<file path="config.mk">
export PLATFORM = sky130hd
export DESIGN_NAME = rtc_channel
export DESIGN_NICKNAME = d
export VERILOG_FILES = /design/src/core/rtc_pkg.sv /design/src/core/rtc_channel.sv
export VERILOG_INCLUDE_DIRS = /design/src /design/src/core
export SDC_FILE = /design/constraint.sdc
export NUM_CORES = 1
export LEC_CHECK = 0
export ABC_CLOCK_PERIOD_IN_PS = 7150
export BUFFER_PORTS_ARGS = -buffer_cell sky130_fd_sc_hd__buf_2
export CORE_MARGIN = 5
export CORE_UTILIZATION = 50
export CTS_BUF_LIST = sky130_fd_sc_hd__clkbuf_8
export DETAILED_ROUTE_END_ITERATION = 12
export GPL_ROUTABILITY_DRIVEN = 0
export GPL_TIMING_DRIVEN = 0
export HOLD_SLACK_MARGIN = 0.06
export PLACE_DENSITY = 0.71
export SLEW_MARGIN = 20
export SYNTH_ARGS = -nofsm -noshare
export SYNTH_HDL_FRONTEND = slang
export SYNTH_SLANG_ARGS = --single-unit
export TNS_END_PERCENT = 20
</file>
<file path="constraint.sdc">
create_clock -name core_clk -period 7.15 [get_ports core_clk]
set_clock_uncertainty 0.2 [all_clocks]
set_input_delay 1.43 -clock core_clk [delete_from_list [all_inputs] [get_ports core_clk]]
set_output_delay 1.43 -clock core_clk [all_outputs]
set_load 0.02 [all_outputs]
</file>
<file path="src/core/rtc_defines.svh">
// register offsets, field positions and reset values of the reload timer channel
`ifndef RTC_DEFINES_SVH
`define RTC_DEFINES_SVH

// ----------------------------------------------------------------
// register offsets
// ----------------------------------------------------------------
`define RTC_OFF_COUNT   8'h00
`define RTC_OFF_MODE    8'h04
`define RTC_OFF_RUN     8'h08
`define RTC_OFF_DIR     8'h0C
`define RTC_OFF_TRIG    8'h10
`define RTC_OFF_ZCTL    8'h14
`define RTC_OFF_STATUS  8'h18

// ----------------------------------------------------------------
// field positions
// ----------------------------------------------------------------
`define RTC_MODE_PULSE  2
`define RTC_MODE_GATE0  3
`define RTC_MODE_GATE1  4
`define RTC_MODE_EDGE   5
`define RTC_MODE_DIRSRC 6
`define RTC_MODE_FREE   7
`define RTC_MODE_QUAD   8
`define RTC_DIR_UP      0
`define RTC_DIR_TWOPH   1
`define RTC_TRIG_ZEN    2

// ----------------------------------------------------------------
// reset values and count limit
// ----------------------------------------------------------------
`define RTC_RST_COUNT   16'h0000
`define RTC_RST_MODE    9'h000
`define RTC_CNT_MAX     16'hFFFF

`endif

</file>
<file path="src/core/rtc_pkg.sv">
// types shared by the reload timer channel
package rtc_pkg;

    // channel run state, gray coded along stopped, armed, counting
    typedef enum logic [1:0] {
        RTC_STOPPED  = 2'h0,
        RTC_ARMED    = 2'h1,
        RTC_COUNTING = 2'h3
    } rtc_state_t;

    // operating modes selected by the two low mode bits
    typedef enum logic [1:0] {
        RTC_TIMER   = 2'h0,
        RTC_EVENT   = 2'h1,
        RTC_ONESHOT = 2'h2,
        RTC_PWM     = 2'h3
    } rtc_mode_t;

    // event counter source select
    typedef enum logic [1:0] {
        RTC_SRC_PIN  = 2'h0,
        RTC_SRC_B2   = 2'h1,
        RTC_SRC_PREV = 2'h2,
        RTC_SRC_NEXT = 2'h3
    } rtc_src_t;

    // complete state of one channel
    typedef struct packed {
        rtc_state_t  state;
        logic [15:0] counter;
        logic [15:0] reload;
        logic [8:0]  mode;
        logic        run;
        logic [1:0]  dirctl;
        logic [2:0]  trig;
        logic        edge_polarity_bit;
        logic [1:0]  a_sync;
        logic [1:0]  b_sync;
        logic [1:0]  z_sync;
        logic        a_d;
        logic        b_d;
        logic        z_d;
        logic        quad_up;
        logic        z_pend;
        logic        out_lvl;
        logic        irq;
        logic        irq_extra;
        logic        wrap_evt;
        logic [15:0] rdata;
    } rtc_regs_t;

endpackage

</file>
<file path="src/core/rtc_channel.sv">
// one 16-bit reload timer channel: timer, event counter, two-phase decode
`include "rtc_defines.svh"

module rtc_channel #(
    parameter int CHANNEL_INDEX = 3     // 0 to 4; neighbour wiring wraps 4 to 0
) (
    input  wire logic         core_clk,
    input  wire logic         reset,
    input  wire logic [7:0]   reg_addr,
    input  wire logic [31:0]  reg_wdata,
    input  wire logic         reg_wr,
    input  wire logic         reg_rd,
    output logic      [31:0]  reg_rdata,
    input  wire logic         prescale_tick,
    input  wire logic         timer_b2_event,
    input  wire logic         prev_chan_event,
    input  wire logic         next_chan_event,
    input  wire logic         channel_in_pin,
    input  wire logic         channel_out_pin_in,
    output logic              channel_out_pin_out,
    output logic              channel_out_pin_oe,
    input  wire logic         z_phase_pin,
    output logic              irq_pulse,
    output logic              wrap_event
);
    import rtc_pkg::*;

    rtc_regs_t r_reg;
    rtc_regs_t r_next;

    // ------------------------------------------------------------
    // decoded configuration
    // ------------------------------------------------------------
    logic       is_timer;
    logic       is_event;
    logic       two_phase;
    logic       quad;
    logic       z_active;
    logic       a_lvl;
    logic       b_lvl;
    logic       z_lvl;
    logic       a_rise;
    logic       a_fall;
    logic       b_edge;
    logic       z_edge;
    logic       gate_ok;
    logic       src;
    logic       up;
    logic       go;
    logic       wrap;
    logic       wr_count;

    // configuration and synchronised pin levels
    always_comb
    begin
        is_timer  = (r_reg.mode[1:0] == RTC_TIMER);
        is_event  = (r_reg.mode[1:0] == RTC_EVENT);
        two_phase = (CHANNEL_INDEX >= 2) && (CHANNEL_INDEX <= 4) && is_event
                    && r_reg.dirctl[`RTC_DIR_TWOPH]
                    && (r_reg.trig[1:0] == RTC_SRC_PIN);
        quad      = (CHANNEL_INDEX == 4)
                    || ((CHANNEL_INDEX == 3) && r_reg.mode[`RTC_MODE_QUAD]);
        z_active  = (CHANNEL_INDEX == 3) && two_phase && quad
                    && r_reg.mode[`RTC_MODE_FREE] && r_reg.trig[`RTC_TRIG_ZEN];
        a_lvl     = r_reg.a_sync[1];
        b_lvl     = r_reg.b_sync[1];
        z_lvl     = r_reg.z_sync[1];
        a_rise    = a_lvl && !r_reg.a_d;
        a_fall    = !a_lvl && r_reg.a_d;
        b_edge    = b_lvl != r_reg.b_d;
        z_edge    = r_reg.edge_polarity_bit ? (z_lvl && !r_reg.z_d) : (!z_lvl && r_reg.z_d);
        wr_count  = reg_wr && (reg_addr == `RTC_OFF_COUNT);
    end

    // ------------------------------------------------------------
    // count source, direction and count enable
    // ------------------------------------------------------------
    always_comb
    begin
        gate_ok = 1'b1;
        src     = 1'b0;
        up      = 1'b0;
        if (r_reg.mode[`RTC_MODE_GATE1])
        begin
            gate_ok = (a_lvl == r_reg.mode[`RTC_MODE_GATE0]);
        end
        if (is_timer)
        begin
            src = prescale_tick && gate_ok;
        end
        else if (is_event && two_phase && quad)
        begin
            src = a_rise || a_fall || b_edge;
            if (a_rise && b_lvl)
            begin
                up = 1'b1;
            end
            else if (a_fall && b_lvl)
            begin
                up = 1'b0;
            end
            else
            begin
                up = r_reg.quad_up;
            end
        end
        else if (is_event && two_phase)
        begin
            src = b_lvl && (a_rise || a_fall);
            up  = a_rise;
        end
        else if (is_event)
        begin
            case (r_reg.trig[1:0])
                RTC_SRC_PIN:  src = r_reg.mode[`RTC_MODE_EDGE] ? a_rise : a_fall;
                RTC_SRC_B2:   src = timer_b2_event;
                RTC_SRC_PREV: src = prev_chan_event;
                RTC_SRC_NEXT: src = next_chan_event;
                default:      src = 1'b0;
            endcase
            up = r_reg.mode[`RTC_MODE_DIRSRC] ? b_lvl
                                              : r_reg.dirctl[`RTC_DIR_UP];
        end
        // zero count keeps the counter still except in two-phase mode
        go   = r_reg.run && src && ((r_reg.reload != 16'h0000) || two_phase);
        wrap = up ? (r_reg.counter == `RTC_CNT_MAX) : (r_reg.counter == 16'h0000);
    end

    // ------------------------------------------------------------
    // next state
    // ------------------------------------------------------------
    always_comb
    begin
        r_next           = r_reg;
        r_next.irq       = r_reg.irq_extra;
        r_next.irq_extra = 1'b0;
        r_next.wrap_evt  = 1'b0;
        r_next.rdata     = 16'h0000;
        // two-flop synchronisers for pins
        r_next.a_sync    = {r_reg.a_sync[0], channel_in_pin};
        r_next.b_sync    = {r_reg.b_sync[0], channel_out_pin_in};
        r_next.z_sync    = {r_reg.z_sync[0], z_phase_pin};
        r_next.a_d       = a_lvl;
        r_next.b_d       = b_lvl;
        r_next.z_d       = z_lvl;
        if (two_phase && quad && (a_rise || a_fall) && b_lvl)
        begin
            r_next.quad_up = a_rise;
        end
        // counting step
        if (go)
        begin
            r_next.state = RTC_COUNTING;
            if (z_active && r_reg.z_pend)
            begin
                r_next.counter = 16'h0000;
                if (wrap)
                begin
                    r_next.irq       = 1'b1;
                    r_next.irq_extra = 1'b1;
                    r_next.wrap_evt  = 1'b1;
                end
            end
            else if (wrap)
            begin
                if (is_event && r_reg.mode[`RTC_MODE_FREE])
                begin
                    r_next.counter = up ? 16'h0000 : `RTC_CNT_MAX;
                end
                else
                begin
                    r_next.counter = r_reg.reload;
                end
                r_next.irq      = 1'b1;
                r_next.wrap_evt = 1'b1;
                if (r_reg.mode[`RTC_MODE_PULSE])
                begin
                    r_next.out_lvl = !r_reg.out_lvl;
                end
            end
            else
            begin
                r_next.counter = up ? r_reg.counter + 16'h0001
                                    : r_reg.counter - 16'h0001;
            end
        end
        // z edge detection; a new edge wins over consumption
        if (go && z_active && r_reg.z_pend)
        begin
            r_next.z_pend = 1'b0;
        end
        if (z_active && z_edge)
        begin
            r_next.z_pend = 1'b1;
        end
        else if (!z_active)
        begin
            r_next.z_pend = 1'b0;
        end
        // register writes
        if (reg_wr)
        begin
            case (reg_addr)
                `RTC_OFF_COUNT:
                begin
                    r_next.reload = reg_wdata[15:0];
                    if (r_reg.state != RTC_COUNTING)
                    begin
                        r_next.counter = reg_wdata[15:0];
                    end
                end
                `RTC_OFF_MODE:  r_next.mode   = reg_wdata[8:0];
                `RTC_OFF_RUN:
                begin
                    r_next.run = reg_wdata[0];
                    if (!reg_wdata[0])
                    begin
                        r_next.state = RTC_STOPPED;
                    end
                    else if (!r_reg.run)
                    begin
                        r_next.state = RTC_ARMED;
                    end
                end
                `RTC_OFF_DIR:   r_next.dirctl = reg_wdata[1:0];
                `RTC_OFF_TRIG:  r_next.trig   = reg_wdata[2:0];
                `RTC_OFF_ZCTL:  r_next.edge_polarity_bit    = reg_wdata[0];
                default:        r_next.run    = r_reg.run;
            endcase
        end
        // output held low while stopped
        if (!r_next.run)
        begin
            r_next.out_lvl = 1'b0;
        end
        // register reads, data valid the next cycle
        if (reg_rd)
        begin
            case (reg_addr)
                `RTC_OFF_COUNT:  r_next.rdata = r_reg.counter;
                `RTC_OFF_MODE:   r_next.rdata = {7'h00, r_reg.mode};
                `RTC_OFF_RUN:    r_next.rdata = {15'h0000, r_reg.run};
                `RTC_OFF_DIR:    r_next.rdata = {14'h0000, r_reg.dirctl};
                `RTC_OFF_TRIG:   r_next.rdata = {13'h0000, r_reg.trig};
                `RTC_OFF_ZCTL:   r_next.rdata = {15'h0000, r_reg.edge_polarity_bit};
                `RTC_OFF_STATUS: r_next.rdata = {11'h000, r_reg.quad_up, r_reg.out_lvl,
                                                 r_reg.z_pend, r_reg.state};
                default:         r_next.rdata = 16'h0000;
            endcase
        end
    end

    // ------------------------------------------------------------
    // state register
    // ------------------------------------------------------------
    always_ff @(posedge core_clk)
    begin
        if (reset)
        begin
            r_reg         <= '0;
            r_reg.state   <= RTC_STOPPED;
            r_reg.counter <= `RTC_RST_COUNT;
            r_reg.reload  <= `RTC_RST_COUNT;
            r_reg.mode    <= `RTC_RST_MODE;
        end
        else
        begin
            r_reg <= r_next;
        end
    end

    // ------------------------------------------------------------
    // outputs
    // ------------------------------------------------------------
    // pin is an input whenever it carries direction or phase B
    assign channel_out_pin_out = r_reg.out_lvl;
    assign channel_out_pin_oe  = r_reg.mode[`RTC_MODE_PULSE] && !two_phase
                                 && !(is_event && r_reg.mode[`RTC_MODE_DIRSRC]);
    assign irq_pulse           = r_reg.irq;
    assign wrap_event          = r_reg.wrap_evt;
    assign reg_rdata           = {16'h0000, r_reg.rdata};
endmodule // rtc_channel

</file>
==> results.md, run 1 <==
- The kind of end point of the critical path is a register.
- In the post-synthesis netlist, the biggest area contributors are sky130_fd_sc_hd__dfxtp_1 34%, sky130_fd_sc_hd__nor2_1 6.0%, sky130_fd_sc_hd__mux2i_1 5.5%.
- Summed over all failing endpoints, the final setup total negative slack is 0 ps.
- The die extent in y is 108 µm.
- Once the floorplan was initialized, standard cells occupied 51.5% of the core.
- The kind of start point of the critical path is a register.
- The number of slew-limit violations in the final report came to 0.
- Wires add up to 13300 µm.
- During synthesis, Yosys emitted a total of 0 warnings.
- The all-layer global routing usage is 23.1%.
- The source of the worst register-to-register timing path is quad.
- The most frequent cell after synthesis is sky130_fd_sc_hd__dfxtp_1.
- Clock-pin slew was measured on the worst setup and hold paths at 80 ps.
- The final-report setup violation count is 0.
- For met2 alone, demand over resource in global routing was about 37%.
- The number of enable-type register cells in the synthesized netlist is 0.
- Of all cell types, the one taking the most synthesized area is sky130_fd_sc_hd__dfxtp_1.
- The H-tree was split into 3 levels.
- The required time of the worst setup path is between 7000 and 8000 ps.
- The first-pass GRT wire length is around 21000 µm.
- The violation count after the first detailed-routing iteration is a little under 400.
- Grouping stages by cell kind, the critical path spends the most delay in compound AO/OA/AOI/OAI gates.
- The register-to-register setup slack is ~3100 ps.
- The kind of path behind the tightest hold check is register to register.
- The final hold violation count was 0.
- Along the worst path, the maximum fanout reaches 21.
- The layer flagged by global routing as most heavily used is met2.
- The cell count after synthesis came out at about 580.
- Setup repair after global routing left no endpoint under its margin.
- The number of antenna diodes in the final layout is 0.
- The total of fill cells in the finished design is approximately 850.
- The global-route met1 utilization is a little under a third.
- For the pin with the worst max-slew slack, the measured transition is ~640 ps.
- Derived from the worst setup path, the maximum achievable clock frequency is 0.249 GHz.
- Among all stages on the critical path, the largest delay is contributed by sky130_fd_sc_hd__dfxtp_1.
- Compared with the post-synthesis result, the final layout area differs by 14.0%.
- For this design the static power due to leakage is 0.00233 µW.
- The ratio of cells with drive above 1 in the final layout is 18.6%.
- The total buffers and inverters traversed by the critical path is 1.
- The count of standard-cell rows is 35.
- The worst path uses around 56% of the clock period.
- The number of register bits inferred by synthesis is 81.
- The number of global-route vias before repair is just over 4000.
- At the end of the flow, the number of nets in the layout was between 700 and 800.
- The initial antenna violation count came to 0.
- The netlist uses 66 different library cells.
- Power spread over the standard cell area amounts to approximately 160 nW/µm².
- After clock tree synthesis, the flow added hold-fix buffers numbering 0.
- Headroom to the max-slew limit came out at about 58%.
- In the routed design, unresolved DRC markers number 0.
- The mean number of vias per cell is ~5.6.
- The register with the most flip-flops in the layout has between 50 and 60 of them.
- The cell sitting at the root of the clock tree is a sky130_fd_sc_hd__clkbuf_8.
- In this run the count of I/O pins placed on the die edge is just under 90.
- The signal on the critical path passes through or3b_1, a32oi_1, a21oi_2, inv_2, ha_1, a211oi_1, o21a_1, a21oi_1, o221ai_1, a22oi_1, mux2i_1, o31ai_1, o22ai_1.
- The proportion of register bits with asynchronous set or reset after synthesis is 0%.
- The worst setup path is of the register to register kind.
- Global routing used 4.74% of the available met3 tracks.
- The number of placed cells counting well taps is 770.
- Once detail routing completed, the nets flagged for antenna violations numbered 0.
- The startpoint of the tightest hold check path is r_reg[17].
- A synthesized cell averages roughly 8.3 µm².
- The arrival time of data at the critical path endpoint is 4040 ps.
- Across the VDD grid, the largest voltage drop is ~0.14 mV.
- After synthesis the cells add up to about 4800 µm².
- For the finished layout, the period the worst path requires is about 4000 ps.
- No sink is reached through more buffers than the 2 on the longest clock path.
- The number of gates given a new drive strength after cts is 0.
- The number of clock buffers inserted by TritonCTS is 9.
- The worst stage delay on the critical path is approximately 500 ps.
- After detailed routing, the average wire length per cell comes to around 17 µm.
- The run finished with clean final reports.
- Of the post-synthesis cell area, the dominant cell type holds roughly 34%.
- The CTS sink count is between 80 and 90.
- The die footprint is between 10000 and 15000 µm².
- Summed over all layers, the global routing overflow is 0.
- The later pin in the worst-skew pair is clocked with a latency of about 360 ps.
- The first TritonRoute pass finished after 5 iterations.
- Entering global routing, the biggest net connects 22 pins.
- The startpoint of the most critical setup path is quad.
- By count the netlist is led by 81 x sky130_fd_sc_hd__dfxtp_1, 76 x sky130_fd_sc_hd__nor2_1, 52 x sky130_fd_sc_hd__nand2_1.
- The most instantiated flip-flop cell in the synthesis netlist is sky130_fd_sc_hd__dfxtp_1.
- Excluding fillers, the count of instances in the completed layout stands at approximately 790.
- Across the run, the number of max-cap violations was 0.
- Across all layers, the routed design uses 4409 vias.
- Detailed placement finished with a half-perimeter wire length of ~10000 µm.
- The floorplan core area is roughly 9200 µm².
- TritonCTS built the clock tree.
- During placement, the flow inserted port buffers numbering 51.
- The number of buffers added for setup after CTS is 0.
- After synthesis, flip-flops and latches occupy approximately 34% of the total area.
- The die is between 100 and 150 µm wide.
==> cell families (layout without fill, tap and decap cells) <==
| group | after synthesis | count (layout) | synth area share, % |
|---|---|---|---|
| compound gates | 128 | 128 | 18.6 |
| xor+xnor | 14 | 14 | 2.58 |
| fa+ha+maj | 20 | 20 | 5.42 |
| buf+inv | 73 | 139 | 8.81 |
| flops | 81 | 81 | 34.1 |
| mux | 34 | 34 | 7.42 |
| other cells | 1 | 16 | 0.0789 |
| simple gates | 224 | 224 | 23.0 |
==> path summary, 6_finish.rpt <==
kind	endpoint	cells past startpoint
worst min-delay path	irq_pulse	1
worst max register to register	r_reg[78]	13
worst max-delay path	r_reg[78]	13
worst min register to register	irq_pulse	1
==> final cells by class <==
class                      count  area [µm²]  share of cell area [%]
buffer                        61         374                    6.90
clock buffer                  10         138                    2.54
clock inverter                 5        57.6                    1.06
inverter                      12        45.0                   0.830
multi-input combinational    436        2770                    51.1
sequential                    81        1620                    29.9
tap                          129         161                    2.98
timing repair buffer          51         255                    4.71
==> worst reg2reg max path, stage by stage, from the launching register on <==
cell                       delay (ps)
sky130_fd_sc_hd__dfxtp_1          510
sky130_fd_sc_hd__or3b_1           380
sky130_fd_sc_hd__a32oi_1          190
sky130_fd_sc_hd__a21oi_2          140
sky130_fd_sc_hd__inv_2            380
sky130_fd_sc_hd__ha_1             330
sky130_fd_sc_hd__a211oi_1         280
sky130_fd_sc_hd__o21a_1           250
sky130_fd_sc_hd__a21oi_1          130
sky130_fd_sc_hd__o221ai_1         400
sky130_fd_sc_hd__a22oi_1          190
sky130_fd_sc_hd__mux2i_1          170
sky130_fd_sc_hd__o31ai_1          230
sky130_fd_sc_hd__o22ai_1          110
==> placed cells by master (no fill, tap or decap), types with 3 or more instances in the layout <==
master	count
sky130_fd_sc_hd__mux2_2	7
sky130_fd_sc_hd__nand3_1	9
sky130_fd_sc_hd__nor2b_1	13
sky130_fd_sc_hd__ha_1	19
sky130_fd_sc_hd__xnor2_1	9
sky130_fd_sc_hd__dfxtp_1	81
sky130_fd_sc_hd__and2_1	12
sky130_fd_sc_hd__nand2b_1	5
sky130_fd_sc_hd__a2bb2oi_1	9
sky130_fd_sc_hd__a22oi_1	4
sky130_fd_sc_hd__and3_1	6
sky130_fd_sc_hd__inv_1	12
sky130_fd_sc_hd__nand4_1	7
sky130_fd_sc_hd__buf_6	3
sky130_fd_sc_hd__nor4_1	9
sky130_fd_sc_hd__mux2i_1	26
sky130_fd_sc_hd__or3_1	4
sky130_fd_sc_hd__clkbuf_1	22
sky130_fd_sc_hd__o211ai_1	3
sky130_fd_sc_hd__a211oi_1	18
sky130_fd_sc_hd__nor2_1	76
sky130_fd_sc_hd__o31ai_1	3
sky130_fd_sc_hd__o21ai_0	8
sky130_fd_sc_hd__buf_4	32
sky130_fd_sc_hd__xor2_1	5
sky130_fd_sc_hd__a21o_1	5
sky130_fd_sc_hd__buf_2	53
sky130_fd_sc_hd__nand2_1	52
sky130_fd_sc_hd__a21oi_1	49
sky130_fd_sc_hd__nor3_1	20
sky130_fd_sc_hd__clkbuf_8	10
sky130_fd_sc_hd__conb_1	16
sky130_fd_sc_hd__a32oi_1	3
==> routing by layer <==
layer  part of all wire [%]  vias to the layer above
met5                      0                        -
met4                    1.8                        0
met3                    9.0                       24
met2                     45                      206
met1                     44                     2025
li1                       -                     2154
==> stage by stage <==
stage | utilization, % | total power (µW) | area, µm² | setup WS [ps] | hold slack [ps]
after floorplan | - | 505 | 4810 | 3720 | 207
after CTS | 58.7 | 856 | 5420 | 3180 | 244
after global placement | 56.6 | 525 | 5230 | 3260 | 213
after global routing | 58.7 | 882 | 5420 | 2850 | 256
final | 58.7 | 852 | 5420 | 3130 | 239
after detailed placement | 56.6 | 526 | 5230 | 3180 | 225
==> power breakdown <==
group	switching, µW	internal, µW	total [µW]
logic	38.0	23.6	61.6
clock network	168	168	336
registers	1.92	453	455
total	207	645	852
No activity file was read; power rests on OpenSTA's default activity.
==> run 2: changes to the inputs <==
--- a/config.mk
+++ b/config.mk
@@ -6,7 +6,7 @@
 export SDC_FILE = /design/constraint.sdc
 export NUM_CORES = 1
 export LEC_CHECK = 0
-export ABC_CLOCK_PERIOD_IN_PS = 7150
+export ABC_CLOCK_PERIOD_IN_PS = 3700
 export BUFFER_PORTS_ARGS = -buffer_cell sky130_fd_sc_hd__buf_2
 export CORE_MARGIN = 5
 export CORE_UTILIZATION = 50
==> constraint.sdc (replaced) <==
create_clock -name core_clk -period 3.7 [get_ports core_clk]
set_clock_uncertainty 0.2 [all_clocks]
set_input_delay 0.74 -clock core_clk [delete_from_list [all_inputs] [get_ports core_clk]]
set_output_delay 0.74 -clock core_clk [all_outputs]
set_load 0.02 [all_outputs]
==> run 2 against run 1 <==
  * Sequential power is 93% higher
  * Maximum frequency is 13% higher
  * Total power is 94% higher
  * Die area stayed put
  * Hold slack worse by 0.88 ps
  * First-iteration DRC count is 0.26% higher
  * Core utilization is 1.3 points higher
  * Via count is 0.45% higher
  * Non-clock buffer count is 4 higher
  * Cell area is 2.2% higher
  * Register-to-register slack worse by 3000 ps
  * Clock-buffer cell count stayed put
  * Critical endpoint is now r_reg[75]
==> results.md, run 2 (same netlist as run 1, synthesis figures left out) <==
- The switching part of the total power is 24.5% (was 24.3%).
- The number of flip-flops under the largest register name was 55 (unchanged).
- The H-tree depth reported by CTS is 3 (unchanged).
- The first-pass GRT wire length is 21200 µm (was 21100 µm).
- The required time of the worst setup path came to 3790 ps (was 7180 ps).
- The slew at the pin closest to its max-slew limit is 631 ps (was 635 ps).
- The number of antenna cells inserted came to 0 (unchanged).
- The max-capacitance violation count was 0 (unchanged).
- The die extent in y came to 108 µm (unchanged).
- The worst-path cell with the longest stage delay is sky130_fd_sc_hd__a311o_1 (was sky130_fd_sc_hd__dfxtp_1).
- The die footprint is 11600 µm² (unchanged).
- Result of the run: finished clean (unchanged).
- The final-report setup violation count came to 0 (unchanged).
- The combinational share of power came to 7.3% (was 7.2%).
- The number of global-route vias before repair is 4161 (was 4143).
- The I/O pin count is 87 (unchanged).
- The number of clock buffers inserted by TritonCTS was 9 (unchanged).
- The internal power summed over all cells is 1250 µW (was 645 µW).
- The worst max-slew margin expressed relative to the limit is 57.9% (was 57.6%).
- The ratio of cells with drive above 1 in the final layout is 21.0% (was 18.6%).
- The initial antenna violation count is 0 (unchanged).
- The post-route minimum period is 3560 ps (was 4020 ps).
- The final hold violation count was 0 (unchanged).
- The ratio of final minimum period to clock period came to 96.2% (was 56.2%).
- The effective utilization at floorplan was 51.5% (unchanged).
- The worst stage delay on the critical path came to 390 ps (was 510 ps).
- The setup TNS is 0 ps (unchanged).
- The length of the first detailed-routing pass in iterations came to 5 (unchanged).
- The total half-perimeter wirelength after legalization and detailed placement is 10100 µm (unchanged).
- Crit path cell chain: inv_1, ha_1, nand2_1, a32oi_1, a21oi_2, bufinv_8, ha_2, nand3_1, o211ai_1, o31ai_2, a311o_1, xor2_1, nor3b_1, a211oi_1, a211oi_2 (was or3b_1, a32oi_1, a21oi_2, inv_2, ha_1, a211oi_1, o21a_1, a21oi_1, o221ai_1, a22oi_1, mux2i_1, o31ai_1, o22ai_1).
- The average wire per standard cell is 17.0 µm (was 16.9 µm).
- The number of buffers on the longest clock path came to 2 (unchanged).
- The switching power total was 405 µW (was 207 µW).
- The CTS sink count is 81 (unchanged).
- The mean number of vias per cell was 5.61 (was 5.62).
- The most common cell after layout, fill and taps aside is sky130_fd_sc_hd__dfxtp_1 (unchanged).
- The die outline width is 108 µm (unchanged).
- The clock tree from TritonCTS is yes (unchanged).
- The cell leakage power is 0.00236 µW (was 0.00233 µW).
- The total of fill cells in the finished design came to 833 (was 852).
- The total buffers and inverters traversed by the critical path is 2 (was 1).
- The synthesis-to-layout area growth was 16.6% (was 14.0%).
- The wire length reported by the detailed router came to 13400 µm (was 13300 µm).
- The number of vias after detailed routing is 4429 (was 4409).
- The share of total power in the clock network came to 39.5% (was 39.4%).
- The critical path class is register to register (unchanged).
- The insertion delay of the later-clocked pin in the worst-skew pair was 360 ps (about the same).
- The largest fanout on the critical path is 11 (was 21).
- The clock transition at the register clock pins on the worst setup and hold paths after CTS is 80 ps (about the same).
- RSZ-0062 raised after global routing: yes (was no).
- The kind of path behind the tightest hold check is register to register (unchanged).
- The all-layer global routing usage is 23.2% (was 23.1%).
- The arrival time of data at the critical path endpoint came to 3650 ps (was 4040 ps).
- The root buffer cell is sky130_fd_sc_hd__clkbuf_8 (unchanged).
- The remaining antenna violation count is 0 (unchanged).
- The sequential fraction of design power came to 53.2% (was 53.4%).
- The total power came to 1650 µW (was 852 µW).
- The number of slew-limit violations in the final report is 0 (unchanged).
- The maximum clock frequency is 0.281 GHz (was 0.249 GHz).
- The violation count after the first detailed-routing iteration is 386 (was 385).
- The total power per unit cell area is 298 nW/µm² (was 157 nW/µm²).
- The total of hold buffers inserted after clock tree synthesis is 0 (unchanged).
- The kind of end point of the critical path is a register (unchanged).
- The maximum number of pins on one net before global-route repair is 22 (unchanged).
- The category of cells accounting for the largest share of critical-path delay is compound AO/OA/AOI/OAI gates (unchanged).
- The global route total overflow is 0 (unchanged).
- The remaining routing DRC violations is 0 (unchanged).
- The kind of start point of the critical path is a register (unchanged).
- The floorplan core area is 9240 µm² (unchanged).
- Most frequent cells in the layout: 79 x sky130_fd_sc_hd__dfxtp_1, 76 x sky130_fd_sc_hd__nor2_1, 53 x sky130_fd_sc_hd__buf_2, 52 x sky130_fd_sc_hd__nand2_1, 47 x sky130_fd_sc_hd__a21oi_1 (was 81 x sky130_fd_sc_hd__dfxtp_1, 76 x sky130_fd_sc_hd__nor2_1, 53 x sky130_fd_sc_hd__buf_2, 52 x sky130_fd_sc_hd__nand2_1, 49 x sky130_fd_sc_hd__a21oi_1).
- The count of standard-cell rows is 35 (unchanged).
- The worst ir drop on vdd is 0.274 mV (was 0.136 mV).
- The net count reported at finish is 728 (was 723).
- The count of input and output buffers came to 51 (unchanged).
## run 2: cell types whose count changed in the layout (fill, tap and decap cells not counted), moves of 2 or more
cell and change:
sky130_fd_sc_hd__buf_4 +4, sky130_fd_sc_hd__dfxtp_1 -2, sky130_fd_sc_hd__dfxtp_2 +2, sky130_fd_sc_hd__a21oi_1 -2
## run 2: power groups by stage
stage | combinational (µW) | clock (µW) | sequential (µW)
floorplan | 77.1 | 0 | 898
global placement | 116 | 0 | 899
detailed placement | 117 | 0 | 900
CTS | 118 | 658 | 879
global route | 131 | 695 | 880
finish | 121 | 652 | 879
## run 2: path summary, 6_finish.rpt
path                                 from  cells past startpoint   endpoint  slack, ps
worst max-delay path                a_lvl                     15  r_reg[75]        140
worst min-delay path            r_reg[17]                      1  irq_pulse        240
worst max register to register      a_lvl                     15  r_reg[75]        140
worst min register to register  r_reg[17]                      1  irq_pulse        240
## run 2: per-layer routing
layer,wire [µm],share of wire (%),track usage (%),vias up
met5,0,0,0,-
met4,219,1.6,6.13,0
met3,1100,8.2,4.74,21
met2,6150,46,37.0,196
met1,5930,44,31.8,2047
li1,-,-,-,2165
## run 2: timing repair
item | CTS | global route
setup endpoints to repair | 7 | 8
hold endpoints to repair | 0 | 0
pin swaps | 1 | 6
gates cloned | 0 | 1
buffers inserted | 1 | 3
resized for setup | 4 | 15
## run 2: final cells by class
class | instances | area [µm²] | area share (%)
Timing Repair inverter | 1 | 5.00 | 0.0903
Tap cell | 129 | 161 | 2.91
Inverter | 12 | 58.8 | 1.06
Sequential cell | 81 | 1620 | 29.3
Timing Repair Buffer | 55 | 285 | 5.15
Multi-Input combinational cell | 436 | 2840 | 51.2
Buffer | 61 | 374 | 6.75
Clock inverter | 5 | 57.6 | 1.04
Clock buffer | 10 | 138 | 2.48
## run 2: per-stage QoR
stage / instances / util (%) / hold slack, ps / worst slack, ps / instance area [µm²]
finish: 790 / 60.0 / 238 / 141 / 5540
global route: 790 / 60.0 / 249 / -13.2 / 5540
CTS: 786 / 59.0 / 244 / 0.544 / 5450
detailed placement: 770 / 56.6 / 225 / -268 / 5230
global placement: 770 / 56.6 / 213 / -167 / 5230
floorplan: 590 / - / 207 / 444 / 4810
==> run 3: changes to the inputs <==
--- a/config.mk
+++ b/config.mk
@@ -12,10 +12,11 @@
 export CORE_UTILIZATION = 50
 export CTS_BUF_LIST = sky130_fd_sc_hd__clkbuf_8
 export DETAILED_ROUTE_END_ITERATION = 12
-export GPL_ROUTABILITY_DRIVEN = 0
+export GPL_ROUTABILITY_DRIVEN = 1
 export GPL_TIMING_DRIVEN = 0
 export HOLD_SLACK_MARGIN = 0.06
 export PLACE_DENSITY = 0.71
+export RECOVER_POWER = 100
 export SLEW_MARGIN = 20
 export SYNTH_ARGS = -nofsm -noshare
 export SYNTH_HDL_FRONTEND = slang
==> run 3 against run 2 <==
  * Flip-flop and latch count stayed put
  * First-iteration DRC count down 3.1%
  * Non-clock buffer count is 7 higher
  * Sequential share of layout area decreased by 0.46 points
  * Clock-buffer cell count unchanged
  * Die area stayed put
  * Largest cell class unchanged
  * Clock power is 4.0% higher
==> results.md, run 3 (same netlist as run 1, synthesis figures left out) <==
- The floorplan core area is 9240 µm² (unchanged).
- The arrival time of data at the critical path endpoint is 3670 ps (was 3650 ps).
- The final-report setup violation count is 0 (unchanged).
- The global route total overflow was 0 (unchanged).
- The number of global-route vias before repair was 4246 (was 4161).
- The number of flip-flops under the largest register name is 55 (unchanged).
- The worst ir drop on vdd is 0.197 mV (was 0.274 mV).
- The number of clock buffers inserted by TritonCTS is 9 (unchanged).
- The clock transition at the register clock pins on the worst setup and hold paths after CTS came to 90 ps (was 80 ps).
- The category of cells accounting for the largest share of critical-path delay is compound AO/OA/AOI/OAI gates (unchanged).
- The total power is 1680 µW (was 1650 µW).
- The total buffers and inverters traversed by the critical path is 1 (was 2).
- The share of total power in the clock network is 40.4% (was 39.5%).
- Result of the run: finished clean (unchanged).
- The number of antenna cells inserted is 0 (unchanged).
- The kind of start point of the critical path is a register (unchanged).
- The total of hold buffers inserted after clock tree synthesis is 0 (unchanged).
- The number of buffers on the longest clock path came to 2 (unchanged).
- The kind of end point of the critical path is a register (unchanged).
- The critical path class is register to register (unchanged).
- The first-pass GRT wire length came to 21700 µm (was 21200 µm).
- The register-to-register setup slack was 120 ps (was 140 ps).
- The ratio of cells with drive above 1 in the final layout was 20.6% (was 21.0%).
- The worst-path cell with the longest stage delay is sky130_fd_sc_hd__o211ai_1 (was sky130_fd_sc_hd__a311o_1).
- The final instance count without filler cells came to 798 (was 790).
- Crit path cell chain: or3b_1, a32oi_2, a21oi_2, bufinv_8, fa_2, a21oi_2, o211ai_1, o31ai_2, a311o_1, xor2_1, nor3b_2, a211oi_2, a211oi_2 (was inv_1, ha_1, nand2_1, a32oi_1, a21oi_2, bufinv_8, ha_2, nand3_1, o211ai_1, o31ai_2, a311o_1, xor2_1, nor3b_1, a211oi_1, a211oi_2).
- The count of standard-cell rows is 35 (unchanged).
- The placement-stage cell area is 5230 µm² (unchanged).
- The most common cell after layout, fill and taps aside is sky130_fd_sc_hd__dfxtp_1 (unchanged).
- The total power per unit cell area is 297 nW/µm² (was 298 nW/µm²).
- The maximum number of pins on one net before global-route repair is 22 (unchanged).
- The required time of the worst setup path is 3790 ps (about the same).
- The critical register-to-register path endpoint is r_reg[75] (unchanged).
- The switching part of the total power came to 25.2% (was 24.5%).
- The total of fill cells in the finished design is 853 (was 833).
- The startpoint of the tightest hold check path was r_reg[17] (unchanged).
- The final RePlAce weighted congestion is roughly 1.
- The I/O pin count is 87 (unchanged).
- The source of the worst register-to-register timing path was r_reg[21] (was a_lvl).
- The clock tree from TritonCTS is yes (unchanged).
- The synthesis-to-layout area growth is 19.0% (was 16.6%).
- Most frequent cells in the layout: 77 x sky130_fd_sc_hd__dfxtp_1, 76 x sky130_fd_sc_hd__nor2_1, 51 x sky130_fd_sc_hd__nand2_1, 46 x sky130_fd_sc_hd__a21oi_1 (was 79 x sky130_fd_sc_hd__dfxtp_1, 76 x sky130_fd_sc_hd__nor2_1, 53 x sky130_fd_sc_hd__buf_2, 52 x sky130_fd_sc_hd__nand2_1, 47 x sky130_fd_sc_hd__a21oi_1).
- The endpoint with the worst hold slack was irq_pulse (unchanged).
- The maximum clock frequency was 0.279 GHz (was 0.281 GHz).
- The total half-perimeter wirelength after legalization and detailed placement is 10500 µm (was 10100 µm).
- The final hold violation count came to 0 (unchanged).
- The mean number of vias per cell is 5.78 (was 5.61).
- The kind of path behind the tightest hold check is register to register (unchanged).
- The remaining antenna violation count came to 0 (unchanged).
- The number of vias after detailed routing is 4609 (was 4429).
- The wire length reported by the detailed router is 14200 µm (was 13400 µm).
- The sequential fraction of design power came to 52.3% (was 53.2%).
- The remaining routing DRC violations is 0 (unchanged).
- The count of input and output buffers is 51 (unchanged).
- The net count reported at finish is 735 (was 728).
- The max-capacitance violation count was 0 (unchanged).
- The die footprint is 11600 µm² (unchanged).
- The summed area of non-filler cells in the final layout is 5660 µm² (was 5540 µm²).
- The H-tree depth reported by CTS is 3 (unchanged).
- The combinational share of power was 7.3% (about the same).
- The switching power total is 423 µW (was 405 µW).
- The worst stage delay on the critical path came to 450 ps (was 390 ps).
- The number of cells on the worst reg-to-reg path is 13 (was 15).
- The root buffer cell is sky130_fd_sc_hd__clkbuf_8 (unchanged).
- The average wire per standard cell was 17.8 µm (was 17.0 µm).
- The largest fanout on the critical path is 8 (was 11).
- The cell leakage power is 0.00232 µW (was 0.00236 µW).
- The hold slack is 246 ps (was 238 ps).
- The internal power summed over all cells is 1260 µW (was 1250 µW).
- The effective utilization at floorplan came to 51.5% (unchanged).
- The insertion delay of the later-clocked pin in the worst-skew pair came to 360 ps (about the same).
- The CTS sink count came to 81 (unchanged).
- The length of the first detailed-routing pass in iterations is 5 (unchanged).
- The initial antenna violation count is 0 (unchanged).
- The die extent in y is 108 µm (unchanged).
- The violation count after the first detailed-routing iteration is 374 (was 386).
- The number of placed cells counting well taps came to 770 (unchanged).
- The cell depth of the worst min-delay path is 1 (unchanged).
- The post-route minimum period is 3580 ps (was 3560 ps).
- The slew at the pin closest to its max-slew limit is 911 ps (was 631 ps).
- The ratio of final minimum period to clock period is 96.7% (was 96.2%).
- The all-layer global routing usage is 24.0% (was 23.2%).
- The number of slew-limit violations in the final report is 0 (unchanged).
- The worst max-slew margin expressed relative to the limit is 38.8% (was 57.9%).
- The die outline width is 108 µm (unchanged).
[run 3: cell types whose count changed in the layout (fill, tap and decap cells not counted), sizes merged]
cell,before,now
clkbuf,32,53
buf,94,80
clkinvlp,2,0
inv,12,14
clkinv,2,3
[run 3: repair_timing]
| item | CTS | global route |
|---|---|---|
| resized for setup | 10 | 26 |
| setup endpoints to repair | 8 | 8 |
| pin swaps | 2 | 16 |
| gates cloned | 0 | 1 |
| setup buffers | 2 | 9 |
[run 3: power groups by stage]
stage / combinational, µW / sequential (µW) / clock (µW)
floorplan: 77.1 / 898 / 0
global placement: 116 / 899 / 0
detailed placement: 117 / 900 / 0
CTS: 118 / 879 / 688
global route: 132 / 879 / 727
finish: 122 / 878 / 678
[run 3: worst reg2reg max path, stage by stage, from the launching register on]
cell and delay [ps]:
sky130_fd_sc_hd__dfxtp_1 370, sky130_fd_sc_hd__or3b_1 400, sky130_fd_sc_hd__a32oi_2 190, sky130_fd_sc_hd__a21oi_2 120, sky130_fd_sc_hd__bufinv_8 260, sky130_fd_sc_hd__fa_2 260
sky130_fd_sc_hd__a21oi_2 80, sky130_fd_sc_hd__o211ai_1 450, sky130_fd_sc_hd__o31ai_2 150, sky130_fd_sc_hd__a311o_1 420, sky130_fd_sc_hd__xor2_1 170, sky130_fd_sc_hd__nor3b_2 210
sky130_fd_sc_hd__a211oi_2 60, sky130_fd_sc_hd__a211oi_2 190
[run 3: layer usage]
layer	part of all wire [%]	GRT usage (%)
met5	0	0
met4	2.0	7.57
met3	9.1	4.62
met2	45	36.0
met1	44	34.6
[run 3: worst max path at each step]
| stage | start | endpoint | cells past startpoint | slack (ps) |
|---|---|---|---|---|
| 2_1_floorplan | quad | r_reg[78] | 13 | 440 |
| 3_3_place_gp | quad | r_reg[75] | 13 | -260 |
| 3_5_place_dp | quad | r_reg[75] | 13 | -370 |
| 4_1_cts | a_lvl | r_reg[75] | 15 | 20 |
| 5_1_grt | a_lvl | r_reg[75] | 15 | -20 |
| 6_report | r_reg[21] | r_reg[75] | 13 | 120 |
[run 3: layout make-up]
cell class | instances | area (µm²) | share of cell area, %
Timing Repair Buffer | 62 | 310 | 5.48
Timing Repair inverter | 1 | 5.00 | 0.0885
Sequential cell | 81 | 1630 | 28.8
Clock buffer | 10 | 138 | 2.43
Buffer | 61 | 374 | 6.61
Tap cell | 129 | 161 | 2.85
Clock inverter | 6 | 65.1 | 1.15
Inverter | 12 | 58.8 | 1.04
Multi-Input combinational cell | 436 | 2910 | 51.5
[run 3: metrics by stage]
stage,TNS [ps],util (%),worst slack [ps]
after CTS,0,59.5,17.8
after global placement,-1140,56.6,-262
after floorplan,0,-,444
after detailed placement,-1930,56.6,-367
after global routing,-54.3,61.2,-21.1
final,0,61.2,121
